**config.mk**
```make
export PLATFORM = sky130hd
export DESIGN_NAME = mad_top
export DESIGN_NICKNAME = d
export VERILOG_FILES = /design/src/hdl/mad_pkg.sv /design/src/hdl/mad_core.sv /design/src/hdl/mad_fifo.sv /design/src/hdl/mad_top.sv
export SDC_FILE = /design/constraint.sdc
export NUM_CORES = 2
export LEC_CHECK = 0
export BUFFER_PORTS_ARGS = -buffer_cell sky130_fd_sc_hd__buf_4
export CELL_PAD_IN_SITES_DETAIL_PLACEMENT = 1
export CELL_PAD_IN_SITES_GLOBAL_PLACEMENT = 1
export CORE_AREA = 2 2 415 314
export CTS_CLUSTER_DIAMETER = 80
export DETAILED_ROUTE_END_ITERATION = 8
export DIE_AREA = 0 0 417 316
export GPL_TIMING_DRIVEN = 0
export PLACE_DENSITY_LB_ADDON = 0.1
export SLEW_MARGIN = 5
export SYNTH_ARGS = -nofsm -noshare
export SYNTH_HDL_FRONTEND = slang
export SYNTH_SLANG_ARGS = --single-unit
```
**constraint.sdc**
```tcl
create_clock -name ref_clk_i -period 16.67 [get_ports ref_clk_i]
set_clock_uncertainty 0.15 [all_clocks]
set_input_delay 0.8335 -clock ref_clk_i [delete_from_list [all_inputs] [get_ports ref_clk_i]]
set_output_delay 0.8335 -clock ref_clk_i [all_outputs]
set_load 0.02 [all_outputs]
```
**src/hdl/mad_pkg.sv**
```systemverilog
package mad_pkg;
   localparam int OP_W       = 12;
   localparam int C_W        = 24;
   localparam int FULL_W     = 26;
   localparam int DATA_W     = 32;
   localparam int STAGES     = 4;
   localparam int FIFO_DEPTH = 16;
   localparam int CNT_W      = 5;

   localparam logic [7:0] ADDR_CTRL   = 8'h00;
   localparam logic [7:0] ADDR_OPA    = 8'h04;
   localparam logic [7:0] ADDR_OPB    = 8'h08;
   localparam logic [7:0] ADDR_OPC    = 8'h0c;
   localparam logic [7:0] ADDR_ISSUE  = 8'h10;
   localparam logic [7:0] ADDR_RESULT = 8'h14;
   localparam logic [7:0] ADDR_STATUS = 8'h18;
   localparam logic [7:0] ADDR_FMT    = 8'h1c;
   localparam logic [7:0] ADDR_NONE   = 8'hff;
   localparam logic [2:0] HSIZE_WORD  = 3'h2;

   localparam int CTRL_LAT_LSB = 0;
   localparam int CTRL_FP      = 3;
   localparam int CTRL_USEEN   = 4;
   localparam int CTRL_OP_LSB  = 5;
   localparam int CTRL_USER    = 8;
   localparam int CTRL_OSGN    = 9;
   localparam int CTRL_ISGN    = 10;
   localparam int CTRL_RND     = 11;
   localparam int CTRL_SAT     = 12;
   localparam int FMT_NB_LSB   = 0;
   localparam int FMT_BP_LSB   = 8;
   localparam int FMT_FA_LSB   = 16;
   localparam int FMT_FB_LSB   = 20;
   localparam int ST_CNT_LSB   = 0;
   localparam int ST_EMPTY     = 5;
   localparam int ST_FULL      = 6;
   localparam int ST_BUSY      = 7;
   localparam int ST_LAT_LSB   = 8;
   localparam int ST_PIPE      = 11;

   localparam logic [15:0] CTRL_RST     = 16'h0607;
   localparam logic [23:0] FMT_RST      = 24'h00001a;
   localparam logic [2:0]  LAT_MAX_CODE = 3'h7;
   localparam logic [2:0]  LAT_MAX      = 3'h4;
   localparam logic [5:0]  FULL_BITS    = 6'h1a;

   typedef enum logic [1:0] {OP_ADD, OP_SUB, OP_PORT} mad_op_t;
endpackage

```
**src/hdl/mad_core.sv**
```systemverilog
`timescale 1ns/100ps
module mad_core (
   input  wire logic [mad_pkg::OP_W-1:0]   a_i,
   input  wire logic [mad_pkg::OP_W-1:0]   b_i,
   input  wire logic [mad_pkg::C_W-1:0]    c_i,
   input  wire logic                       in_signed_i,
   input  wire logic                       sub_i,
   output logic      [mad_pkg::FULL_W-1:0] full_o
);
   import mad_pkg::*;

   logic [FULL_W-1:0] pa;
   logic [FULL_W-1:0] pb;
   logic [FULL_W-1:0] pc;
   logic [FULL_W-1:0] prod;

   // Extends a w-bit operand to the full result width
   function automatic logic [FULL_W-1:0] ext(
      input logic [C_W-1:0] v,
      input int             w,
      input logic           sgn
   );
      logic [FULL_W-1:0] e;
      e = FULL_W'(v);
      if (sgn && v[w-1])
         e = e | ~((FULL_W'(1) << w) - FULL_W'(1));
      return e;
   endfunction

   assign pa   = ext(C_W'(a_i), OP_W, in_signed_i);
   assign pb   = ext(C_W'(b_i), OP_W, in_signed_i);
   assign pc   = ext(c_i, C_W, in_signed_i);
   // Low bits of the product are exact for both encodings
   assign prod = pa * pb;
   assign full_o = sub_i ? prod - pc : prod + pc;
endmodule // mad_core

```
**src/hdl/mad_fifo.sv**
```systemverilog
`timescale 1ns/100ps
module mad_fifo #(
   parameter int WIDTH = 32,
   parameter int DEPTH = 16
) (
   input  wire logic                     ref_clk_i,
   input  wire logic                     reset_i,
   input  wire logic                     in_valid_i,
   input  wire logic [WIDTH-1:0]         in_data_i,
   output logic                          in_ready_o,
   output logic                          out_valid_o,
   output logic      [WIDTH-1:0]         out_data_o,
   input  wire logic                     out_ready_i,
   output logic      [$clog2(DEPTH):0]   count_o
);
   localparam int AW = $clog2(DEPTH);
   localparam logic [AW:0] FULL_CNT = (AW+1)'(DEPTH);

   typedef struct packed {
      logic [DEPTH-1:0][WIDTH-1:0] mem;
      logic [AW-1:0]               wp;
      logic [AW-1:0]               rp;
      logic [AW:0]                 cnt;
   } mad_fifo_state_t;

   mad_fifo_state_t st_reg;
   mad_fifo_state_t st_next;
   logic            push;
   logic            pop;

   always_comb
   begin
      // Full refuses a push even when a pop frees a slot this cycle
      push    = in_valid_i && (st_reg.cnt != FULL_CNT);
      pop     = out_ready_i && (st_reg.cnt != '0);
      st_next = st_reg;
      if (push)
      begin
         st_next.mem[st_reg.wp] = in_data_i;
         st_next.wp             = st_reg.wp + 1'b1;
      end
      if (pop)
         st_next.rp = st_reg.rp + 1'b1;
      st_next.cnt = st_reg.cnt + (AW+1)'(push) - (AW+1)'(pop);
   end

   always_ff @(posedge ref_clk_i)
   begin
      if (reset_i)
         st_reg <= '0;
      else
         st_reg <= st_next;
   end

   assign in_ready_o  = st_reg.cnt != FULL_CNT;
   assign out_valid_o = st_reg.cnt != '0;
   assign out_data_o  = st_reg.mem[st_reg.rp];
   assign count_o     = st_reg.cnt;
endmodule // mad_fifo

```
**src/hdl/mad_top.sv**
```systemverilog
`timescale 1ns/100ps
// Function
// - Multiplier outputs product of operands a and b
// - Full precision keeps every result bit exactly
// - User precision narrows bits with quantize, overflow
// - Output encoded signed or unsigned as configured
// - Output binary point counted from bit zero
// - Floating-point mode always yields full precision
// - Result delayed exactly by effective latency
// - Fourth stage filled only at latency four
// - Optional active-high enable input
// - Product combined with c by add or subtract
// - Add, subtract, or per-issue subtract input select
// - Fixed latency zero or max; enable forces max
// - Float latency zero or positive; enable forces positive
module mad_top (
   input  wire logic                       ref_clk_i,
   input  wire logic                       reset_i,
   input  wire logic                       hsel_i,
   input  wire logic [31:0]                haddr_i,
   input  wire logic [1:0]                 htrans_i,
   input  wire logic                       hwrite_i,
   input  wire logic [2:0]                 hsize_i,
   input  wire logic [mad_pkg::DATA_W-1:0] hwdata_i,
   input  wire logic                       hready_i,
   input  wire logic                       enable_i,
   input  wire logic                       sub_i,
   output logic      [mad_pkg::DATA_W-1:0] hrdata_o,
   output logic                            hreadyout_o,
   output logic                            hresp_o
);
   import mad_pkg::*;

   typedef struct packed {
      logic                          hready;
      logic                          hresp;
      logic [DATA_W-1:0]             hrdata;
      logic                          dph_wr;
      logic [7:0]                    dph_addr;
      logic [15:0]                   ctrl;
      logic [23:0]                   fmt;
      logic [OP_W-1:0]               opa;
      logic [OP_W-1:0]               opb;
      logic [C_W-1:0]                opc;
      logic                          pend;
      logic                          pend_sub;
      logic                          en_meta;
      logic                          en_sync;
      logic                          sub_meta;
      logic                          sub_sync;
      logic [STAGES-1:0]             sv;
      logic [STAGES-1:0][FULL_W-1:0] sd;
   } mad_state_t;

   mad_state_t        st_reg;
   mad_state_t        st_next;
   logic [FULL_W-1:0] core_full;
   logic [FULL_W-1:0] tap_d;
   logic [FULL_W-1:0] out_src;
   logic [FULL_W-1:0] exp_uns;
   logic [2:0]        lat;
   logic [1:0]        tap_idx;
   logic [4:0]        ffrac;
   logic [7:0]        a_addr;
   logic              fp;
   logic              user;
   logic              useen;
   logic              osg;
   logic              en_eff;
   logic              tap_v;
   logic              stall;
   logic              adv;
   logic              accept;
   logic              push;
   logic              pop;
   logic              sub_sel;
   logic              wr_now;
   logic              wr_ctrl;
   logic              wr_issue;
   logic [DATA_W-1:0] push_data;
   logic [DATA_W-1:0] status;
   logic [DATA_W-1:0] f_out_data;
   logic              f_in_ready;
   logic              f_out_valid;
   logic [CNT_W-1:0]  f_count;
   mad_op_t           op_mode;

   // Illegal latency codes fall back to the maximum pipeline
   function automatic logic [2:0] eff_lat(
      input logic [2:0] code,
      input logic       is_fp,
      input logic       has_en
   );
      if (code == LAT_MAX_CODE || code > LAT_MAX)
         return LAT_MAX;
      if (!is_fp)
         return (has_en || code != 3'h0) ? LAT_MAX : 3'h0;
      return (has_en && code == 3'h0) ? LAT_MAX : code;
   endfunction

   function automatic logic [STAGES-1:0] stage_mask(input logic [2:0] l);
      return STAGES'((5'h1 << l) - 5'h1);
   endfunction

   function automatic logic [DATA_W-1:0] full_word(
      input logic [FULL_W-1:0] full,
      input logic              sgn
   );
      return {{(DATA_W-FULL_W){sgn && full[FULL_W-1]}}, full};
   endfunction

   function automatic logic [DATA_W-1:0] narrow(
      input logic [FULL_W-1:0] full,
      input logic [4:0]        frac,
      input logic [23:0]       fmt,
      input logic              sgn,
      input logic              rnd,
      input logic              sat
   );
      logic signed [DATA_W-1:0] v;
      logic signed [DATA_W-1:0] hi;
      logic signed [DATA_W-1:0] lo;
      logic [4:0]               obp;
      logic [4:0]               sh;
      logic [5:0]               nb;
      obp = fmt[FMT_BP_LSB +: 5];
      nb  = {1'b0, fmt[FMT_NB_LSB +: 5]};
      if (nb == 6'h0 || nb > FULL_BITS)
         nb = FULL_BITS;
      // Point can only move left; more fraction bits would need a wider word
      sh = (obp < frac) ? frac - obp : 5'h0;
      v  = {{(DATA_W-FULL_W){full[FULL_W-1]}}, full};
      if (rnd && sh != 5'h0)
         v = v + (32'sh1 <<< (sh - 5'h1));
      v  = v >>> sh;
      hi = sgn ? (32'sh1 <<< (nb - 6'h1)) - 32'sh1 : (32'sh1 <<< nb) - 32'sh1;
      lo = sgn ? -(32'sh1 <<< (nb - 6'h1)) : 32'sh0;
      if (sat)
         v = (v > hi) ? hi : ((v < lo) ? lo : v);
      else if (sgn)
         v = (v <<< (6'h20 - nb)) >>> (6'h20 - nb);
      else
         v = v & hi;
      return v;
   endfunction

   assign fp      = st_reg.ctrl[CTRL_FP];
   assign user    = st_reg.ctrl[CTRL_USER];
   assign useen   = st_reg.ctrl[CTRL_USEEN];
   assign osg     = st_reg.ctrl[CTRL_OSGN];
   assign op_mode = mad_op_t'(st_reg.ctrl[CTRL_OP_LSB +: 2]);
   assign lat     = eff_lat(st_reg.ctrl[CTRL_LAT_LSB +: 3], fp, useen);
   assign ffrac   = {1'b0, st_reg.fmt[FMT_FA_LSB +: 4]} + {1'b0, st_reg.fmt[FMT_FB_LSB +: 4]};
   assign en_eff  = !useen || st_reg.en_sync;
   assign tap_idx = 2'(lat - 3'h1);
   assign tap_v   = (lat != 3'h0) && st_reg.sv[tap_idx];
   assign tap_d   = st_reg.sd[tap_idx];
   // A full FIFO stalls the whole pipe while a result waits at the tap, so no result is dropped
   assign stall   = tap_v && !f_in_ready;
   assign adv     = en_eff && !stall;
   assign accept  = st_reg.pend && ((lat == 3'h0) ? f_in_ready : adv);
   assign push    = (lat == 3'h0) ? accept : (tap_v && adv);
   assign out_src = (lat == 3'h0) ? core_full : tap_d;
   assign push_data = (fp || !user) ? full_word(out_src, osg)
                                    : narrow(out_src, ffrac, st_reg.fmt, osg,
                                             st_reg.ctrl[CTRL_RND], st_reg.ctrl[CTRL_SAT]);
   assign wr_now   = st_reg.dph_wr && hready_i;
   assign wr_ctrl  = wr_now && (st_reg.dph_addr == ADDR_CTRL);
   assign wr_issue = wr_now && (st_reg.dph_addr == ADDR_ISSUE);
   assign a_addr   = (haddr_i[31:8] == 24'h0) ? haddr_i[7:0] : ADDR_NONE;
   assign exp_uns  = st_reg.pend_sub
                   ? FULL_W'(st_reg.opa) * FULL_W'(st_reg.opb) - FULL_W'(st_reg.opc)
                   : FULL_W'(st_reg.opa) * FULL_W'(st_reg.opb) + FULL_W'(st_reg.opc);

   always_comb
   begin
      unique case (op_mode)
         OP_ADD:  sub_sel = 1'b0;
         OP_SUB:  sub_sel = 1'b1;
         OP_PORT: sub_sel = st_reg.sub_sync;
         default: sub_sel = 1'b0;
      endcase
   end

   always_comb
   begin
      status = '0;
      status[ST_CNT_LSB +: CNT_W] = f_count;
      status[ST_EMPTY]            = !f_out_valid;
      status[ST_FULL]             = !f_in_ready;
      status[ST_BUSY]             = st_reg.pend;
      status[ST_LAT_LSB +: 3]     = lat;
      status[ST_PIPE]             = st_reg.sv != '0;
   end

   always_comb
   begin
      st_next          = st_reg;
      pop              = 1'b0;
      st_next.en_meta  = enable_i;
      st_next.en_sync  = st_reg.en_meta;
      st_next.sub_meta = sub_i;
      st_next.sub_sync = st_reg.sub_meta;
      st_next.hresp    = 1'b0;
      if (adv)
      begin
         // Stages past the tap stay empty, so the last one fills only at the maximum
         st_next.sv = {st_reg.sv[STAGES-2:0], accept && (lat != 3'h0)} & stage_mask(lat);
         st_next.sd = {st_reg.sd[STAGES-2:0], core_full};
      end
      if (accept)
         st_next.pend = 1'b0;
      if (wr_now)
      begin
         case (st_reg.dph_addr)
            ADDR_CTRL:
            begin
               // New latency would misalign results in flight, so they are dropped
               st_next.ctrl = hwdata_i[15:0];
               st_next.sv   = '0;
            end
            ADDR_FMT:   st_next.fmt = hwdata_i[23:0];
            ADDR_OPA:   st_next.opa = hwdata_i[OP_W-1:0];
            ADDR_OPB:   st_next.opb = hwdata_i[OP_W-1:0];
            ADDR_OPC:   st_next.opc = hwdata_i[C_W-1:0];
            ADDR_ISSUE:
            begin
               st_next.pend     = 1'b1;
               st_next.pend_sub = sub_sel;
            end
            default:    st_next.pend = st_next.pend;
         endcase
      end
      if (hready_i)
      begin
         st_next.dph_wr = 1'b0;
         if (hsel_i && htrans_i[1])
         begin
            st_next.dph_wr   = hwrite_i && (hsize_i == HSIZE_WORD);
            st_next.dph_addr = a_addr;
            if (!hwrite_i)
            begin
               case (a_addr)
                  ADDR_CTRL:   st_next.hrdata = DATA_W'(st_reg.ctrl);
                  ADDR_FMT:    st_next.hrdata = DATA_W'(st_reg.fmt);
                  ADDR_OPA:    st_next.hrdata = DATA_W'(st_reg.opa);
                  ADDR_OPB:    st_next.hrdata = DATA_W'(st_reg.opb);
                  ADDR_OPC:    st_next.hrdata = DATA_W'(st_reg.opc);
                  ADDR_STATUS: st_next.hrdata = status;
                  ADDR_RESULT:
                  begin
                     st_next.hrdata = f_out_valid ? f_out_data : '0;
                     pop            = f_out_valid;
                  end
                  default:     st_next.hrdata = '0;
               endcase
            end
         end
      end
      // Wait states only while an issue waits for the pipe
      st_next.hready = !st_next.pend;
   end

   always_ff @(posedge ref_clk_i)
   begin
      if (reset_i)
      begin
         st_reg        <= '0;
         st_reg.hready <= 1'b1;
         st_reg.ctrl   <= CTRL_RST;
         st_reg.fmt    <= FMT_RST;
      end
      else
      begin
         st_reg <= st_next;
      end
   end

   mad_core u_core (
      .a_i         (st_reg.opa),
      .b_i         (st_reg.opb),
      .c_i         (st_reg.opc),
      .in_signed_i (st_reg.ctrl[CTRL_ISGN]),
      .sub_i       (st_reg.pend_sub),
      .full_o      (core_full)
   );

   mad_fifo #(
      .WIDTH (DATA_W),
      .DEPTH (FIFO_DEPTH)
   ) u_fifo (
      .ref_clk_i   (ref_clk_i),
      .reset_i     (reset_i),
      .in_valid_i  (push),
      .in_data_i   (push_data),
      .in_ready_o  (f_in_ready),
      .out_valid_o (f_out_valid),
      .out_data_o  (f_out_data),
      .out_ready_i (pop),
      .count_o     (f_count)
   );

   assign hrdata_o    = st_reg.hrdata;
   assign hreadyout_o = st_reg.hready;
   assign hresp_o     = st_reg.hresp;

   a_core_result: assert property (@(posedge ref_clk_i) disable iff (reset_i)
      accept && !st_reg.ctrl[CTRL_ISGN] |-> core_full == exp_uns)
      else $error("unsigned multiply-add result wrong");

   a_full_prec: assert property (@(posedge ref_clk_i) disable iff (reset_i)
      push && (fp || !user) |-> push_data[FULL_W-1:0] == out_src)
      else $error("full precision result altered");

   a_unsigned_out: assert property (@(posedge ref_clk_i) disable iff (reset_i)
      push && user && !fp && !osg |-> !push_data[DATA_W-1])
      else $error("unsigned narrowed output has sign bit");

   a_lat_exact: assert property (@(posedge ref_clk_i) disable iff (reset_i)
      accept && lat == 3'h4 ##1 (adv && !wr_ctrl && lat == 3'h4) [*4] |-> push)
      else $error("result not pushed four cycles after issue");

   a_lat_zero: assert property (@(posedge ref_clk_i) disable iff (reset_i)
      accept && lat == 3'h0 |-> push ##1 (f_count == $past(f_count) + 5'h1))
      else $error("zero latency result not pushed with issue");

   a_deep_stage: assert property (@(posedge ref_clk_i) disable iff (reset_i)
      st_reg.sv[STAGES-1] |-> lat == LAT_MAX)
      else $error("last stage filled below maximum latency");

   a_enable_gate: assert property (@(posedge ref_clk_i) disable iff (reset_i)
      useen && !st_reg.en_sync && lat != 3'h0 |-> !push)
      else $error("result pushed while enable low");

   a_sub_port: assert property (@(posedge ref_clk_i) disable iff (reset_i)
      wr_issue && op_mode == OP_PORT |=> st_reg.pend_sub == $past(st_reg.sub_sync))
      else $error("subtract input not sampled at issue");

   a_fixed_lat: assert property (@(posedge ref_clk_i) disable iff (reset_i)
      !fp |-> (useen ? lat == LAT_MAX : (lat == 3'h0 || lat == LAT_MAX)))
      else $error("illegal fixed-point latency in use");

   a_float_lat: assert property (@(posedge ref_clk_i) disable iff (reset_i)
      fp && useen |-> lat != 3'h0 && lat <= LAT_MAX)
      else $error("illegal floating-point latency in use");

   a_hold_off: assert property (@(posedge ref_clk_i) disable iff (reset_i)
      !en_eff && !wr_ctrl |=> $stable(st_reg.sv) && $stable(st_reg.sd))
      else $error("pipeline moved while disabled");
endmodule // mad_top

```
==> impl_metrics.py, run 1 <==
metrics = {
    "global_routing": {
        "grt_max_degree": 15,
        "grt.overflow.total": 8,
        "grt_pass1_vias": 84500,
        "grt_usage": 0.702,
        "grt_pass1_wl_um": 661000,
    },
    "yosys": {
        "postSynthAreaPerCell_um2": 7.77,
        "ys_types": 126,
        "synth_edf_count": 0,
        "syn_nets": 8430,
        "syn_area_um2": 61000,
        "yosys_warnings": 0,
        "async_flop_share": 0,
        "synthFlopType": "dfxtp_1",
        "ys_ff_latch": 769,
        "synthCells": 7859,
        "seq_area_frac_synth": 0.252,
    },
    "clocking": {
        "clock_path_buffers": 3,
        "clock_sinks": 769,
        "cts_hold_buf": 0,
        "cts_root_buf": "clkbuf_16",
        "cts-htree-levels": 3,
        "cts_buffers": 83,
    },
    "outcome": {
        "tool.error": "[ERROR GRT-0116] Global routing finished with congestion. Check the congestion regions in the DRC Viewer.",
        "outcome": "aborted with a tool error",
        "haltStage": "5_1_grt",
    },
    "place": {
        "routabilityCongestion": 1.12,
        "dp_hpwl_um": 294000,
        "portBuffers": 98,
    },
    "die": {
        "num_rows": 114,
        "start_util": 0.477,
        "io_pins": 110,
        "die_w_um": 417,
        "chipHeight_um": 316,
    },
}
## synth_stat cells, drive strengths merged, types with 99 or more instances
cell type / n / area share
nand2: 1128 / 0.069
o21ai: 380 / 0.031
clkbuf: 492 / 0.030
a22oi: 100 / 0.012
a21oi: 711 / 0.059
ha: 282 / 0.058
mux4: 103 / 0.038
xnor2: 108 / 0.016
and3: 99 / 0.010
inv: 446 / 0.027
dfxtp: 769 / 0.25
nor2: 733 / 0.045
nand3: 251 / 0.021
buf: 143 / 0.014
mux2i: 147 / 0.024
a211oi: 248 / 0.032
and2: 131 / 0.013
fa: 213 / 0.070
nor3: 141 / 0.012
## cells by family after synthesis
kind of cell               count (synthesis)  synth area share
AOI/OAI and AO/OA                       2273             0.249
xor gates and xnor gates                 173            0.0261
adders and majority gates                497             0.128
buffers and inverters                   1082            0.0713
DFF                                      769             0.252
muxes                                    307            0.0730
other                                      1         0.0000614
and+or+nand+nor                         2757             0.201
## layer usage
| metal | global-route usage | GRT overflow |
|---|---|---|
| met1 | 0.745 | 0 |
| met2 | 0.845 | 3 |
| met3 | 0.555 | 3 |
| met4 | 0.603 | 2 |
| met5 | 0.368 | 0 |
## through the flow
stage / area (um^2) / setup WS [ns] / utilization / instances / TNS, ns
2_1_floorplan: 61000 / 2.11 / - / 7859 / 0
3_3_place_gp: 63900 / -5.35 / 0.499 / 9639 / -2154.67
3_5_place_dp: 64200 / -5.10 / 0.501 / 9655 / -2127.54
4_1_cts: 69000 / 0.0112 / 0.539 / 9855 / 0
## what timing repair did
item,in CTS
setup endpoints to repair,512
resized for setup,307
pin swaps,35
buffers inserted,55
==> inputs of run 2 (changes only) <==
CELL_PAD_IN_SITES_DETAIL_PLACEMENT = unset   (was 1)
CELL_PAD_IN_SITES_GLOBAL_PLACEMENT = unset   (was 1)
CORE_AREA = 2 2 434 436   (was 2 2 415 314)
CTS_CLUSTER_DIAMETER = unset   (was 80)
DIE_AREA = 0 0 436 438   (was 0 0 417 316)
PLACE_DENSITY_LB_ADDON = 0.15   (was 0.1)
==> impl_metrics.py, run 2 <==
metrics = {
    "outcome": {
        "outcome": "finished, violations left",
        "violations": "capacitance limit, slew limit",
    },
    "routing": {
        "wl_um": 330000,
        "num_vias": 65200,
        "avgRoutedWirePerCell_um": 30.9,
        "drc": 0,
        "vias_per_cell": 6.10,
        "drtPass1Iterations": 6,
        "drtIter0Drc": 8030,
        "ant_nets": 0,
    },
    "clocking": {
        "cts.reportedPaths.clkPinSlew_ns": 0.06,
        "cts_buffers": 82,
        "clock_path_buffers": 3,
        "cts_tree": "yes",
        "cts_root_buf": "clkbuf_16",
        "cts-htree-levels": 3,
        "cts_hold_buf": 0,
        "clock_latency_ns": 0.71,
        "clock_sinks": 769,
    },
    "yosys": {
        "yosysMostFrequentCell": "nand2_1",
        "syn_nets": 8430,
        "yosys_warnings": 0,
        "seq_area_frac_synth": 0.252,
        "syn_area_um2": 61000,
        "synth_edf_count": 0,
        "postSynthAreaPerCell_um2": 7.77,
        "synthCells": 7859,
        "synth_top_area_share": 0.252,
        "ys_types": 126,
        "netlist_top_cells_area": "dfxtp_1 (25%), fa_1 (7.0%), nand2_1 (6.9%)",
        "yosys-top-cells-count": "nand2_1 (1127), dfxtp_1 (769), nor2_1 (730), a21oi_1 (704), clkbuf_1 (491)",
        "ys_ff_latch": 769,
        "yosysTopAreaCell": "dfxtp_1",
        "async_flop_share": 0,
        "synthFlopType": "dfxtp_1",
    },
    "hold_path": {
        "worstHoldEndpoint": "st_reg[110]",
        "holdPathStages": 1,
        "min_from": "st_next[110]",
        "hold_path.class": "flip-flop to flip-flop",
    },
    "critical_path": {
        "path_buf_inv": 9,
        "path_max_fanout": 10,
        "worst-setup-path-type": "flip-flop to flip-flop",
        "r2r_setup_slack_ns": 0.24,
        "r2r_end": "u_fifo.st_reg[495]",
        "cp-end-kind": "flip-flop",
        "cp_slowest_cell": "nor3_2",
        "critPathArrivalTime_ns": 16.83,
        "cp.required_ns": 17.07,
        "worst_path_most_repeated_cell": "fa_1",
        "reg2reg_depth": 54,
        "cp_top_family": "compound AO/OA/AOI/OAI gates",
        "r2r-start": "st_reg[159]",
        "start_kind": "flip-flop",
        "slowest_delay_ns": 0.64,
    },
    "power_and_ir_drop": {
        "p_per_area_nw_per_um2": 55.3,
        "p_total_uw": 3880,
        "ir_drop_mv": 0.0847,
        "p_leak_uw": 0.0260,
    },
    "sta": {
        "max_freq_mhz": 60.9,
        "hold_violations": 0,
        "setup_tns_ns": 0,
        "layout_setup_ws_ns": 0.241,
        "worst-slew-pin-transition_ns": 1.49,
        "drv_slew": 1,
        "setup_violations": 0,
        "period_minus_slack_ns": 16.43,
        "maxSlewHeadroom": -0.00741,
        "fin_crit_sh": 0.986,
    },
    "place": {
        "dp_cells": 10500,
        "portBuffers": 98,
        "dp_slack_ns": -4.77,
        "dp_hpwl_um": 260000,
        "routabilityCongestion": 1.07,
    },
    "die": {
        "chipHeight_um": 438,
        "die-area_um2": 191000,
        "io_pins": 110,
        "die_w_um": 436,
        "start_util": 0.327,
        "core-area_um2": 187000,
        "num_rows": 159,
    },
    "global_routing": {
        "grt_pass1_wl_um": 462000,
        "grt.overflow.total": 0,
        "grt_usage": 0.332,
        "antenna_found_initial": 19,
        "grt_pass1_vias": 61500,
        "grt_max_degree": 15,
    },
    "finish": {
        "mostFrequentLayoutCell": "nand2_1",
        "final_cells": 10700,
        "multiInputGateArea_um2": 42800,
        "largest_reg_flops": 520,
        "num-nets-final": 8685,
        "layout_common_cells": "nand2_1 (1123), dfxtp_1 (765), nor2_1 (720)",
        "area_growth_pct": 14.8,
        "fin_util": 0.376,
        "nFillCells": 19800,
        "drive_above_1_share": 0.113,
        "regArea_um2": 15400,
    },
    "job": {
        "maxCapViolations": 1,
    },
}
[run 2: cells by family after synthesis]
| logic type | Yosys count | synth area share |
|---|---|---|
| xor gates and xnor gates | 173 | 0.0261 |
| and+or+nand+nor | 2757 | 0.201 |
| AOI/OAI and AO/OA | 2273 | 0.249 |
| DFF | 769 | 0.252 |
| other | 1 | 0.0000614 |
| muxes | 307 | 0.0730 |
| adders and majority gates | 497 | 0.128 |
| buffers and inverters | 1082 | 0.0713 |
[run 2: worst max-delay path by stage]
stage / from / endpoint / slack (ns) / cells past startpoint
after CTS: st_reg[153] / u_fifo.st_reg[499] / 0.004 / 82
after detailed placement: st_reg[153] / u_fifo.st_reg[235] / -4.77 / 63
after global routing: st_reg[153] / u_fifo.st_reg[267] / -0.04 / 80
after global placement: st_reg[153] / u_fifo.st_reg[328] / -5.10 / 65
after floorplan: st_reg[153] / u_fifo.st_reg[235] / 2.11 / 74
final: st_reg[159] / u_fifo.st_reg[495] / 0.24 / 54
[run 2: layout make-up]
type | instances | share of cell area
multi-input cells | 6008 | 0.610
flip-flops and latches | 769 | 0.220
well taps | 2495 | 0.0445
plain buffers | 626 | 0.0394
clock buffers | 117 | 0.0336
inverters | 447 | 0.0241
repair buffers | 180 | 0.0225
clock inverters | 32 | 0.00587
diodes | 6 | 0.000214
[run 2: what timing repair did]
item | 4_1_cts | 5_1_grt
endpoints found under the hold margin | 0 | 0
resized for setup | 218 | 132
endpoints found under the setup margin | 512 | 512
setup buffers | 47 | 23
pin swaps | 23 | 22
[run 2: layer usage]
metal / global-route usage / part of all wire / vias to the layer above
li1: - / - / 28500
met1: 0.437 / 0.41 / 32200
met2: 0.502 / 0.43 / 3539
met3: 0.0755 / 0.096 / 861
met4: 0.184 / 0.066 / 10
met5: 0 / 0.00021 / -
[run 2: power by group]
part / leakage, uW / switching [uW] / internal (uW) / total (uW)
sequential: 0.00619 / 1.55 / 1840 / 1840
clock: 0.00135 / 847 / 1090 / 1930
combinational: 0.0185 / 80.7 / 22.2 / 103
total: 0.0260 / 929 / 2950 / 3880
[run 2: per-stage QoR]
| stage | cell area (um^2) | hold WS, ns |
|---|---|---|
| final | 70100 | 0.286 |
| after global routing | 70100 | 0.285 |
| after CTS | 69400 | 0.259 |
| after detailed placement | 65100 | 0.274 |
| after global placement | 64900 | 0.268 |
| after floorplan | 61000 | 0.264 |
No activity file was read; power rests on OpenSTA's default activity.
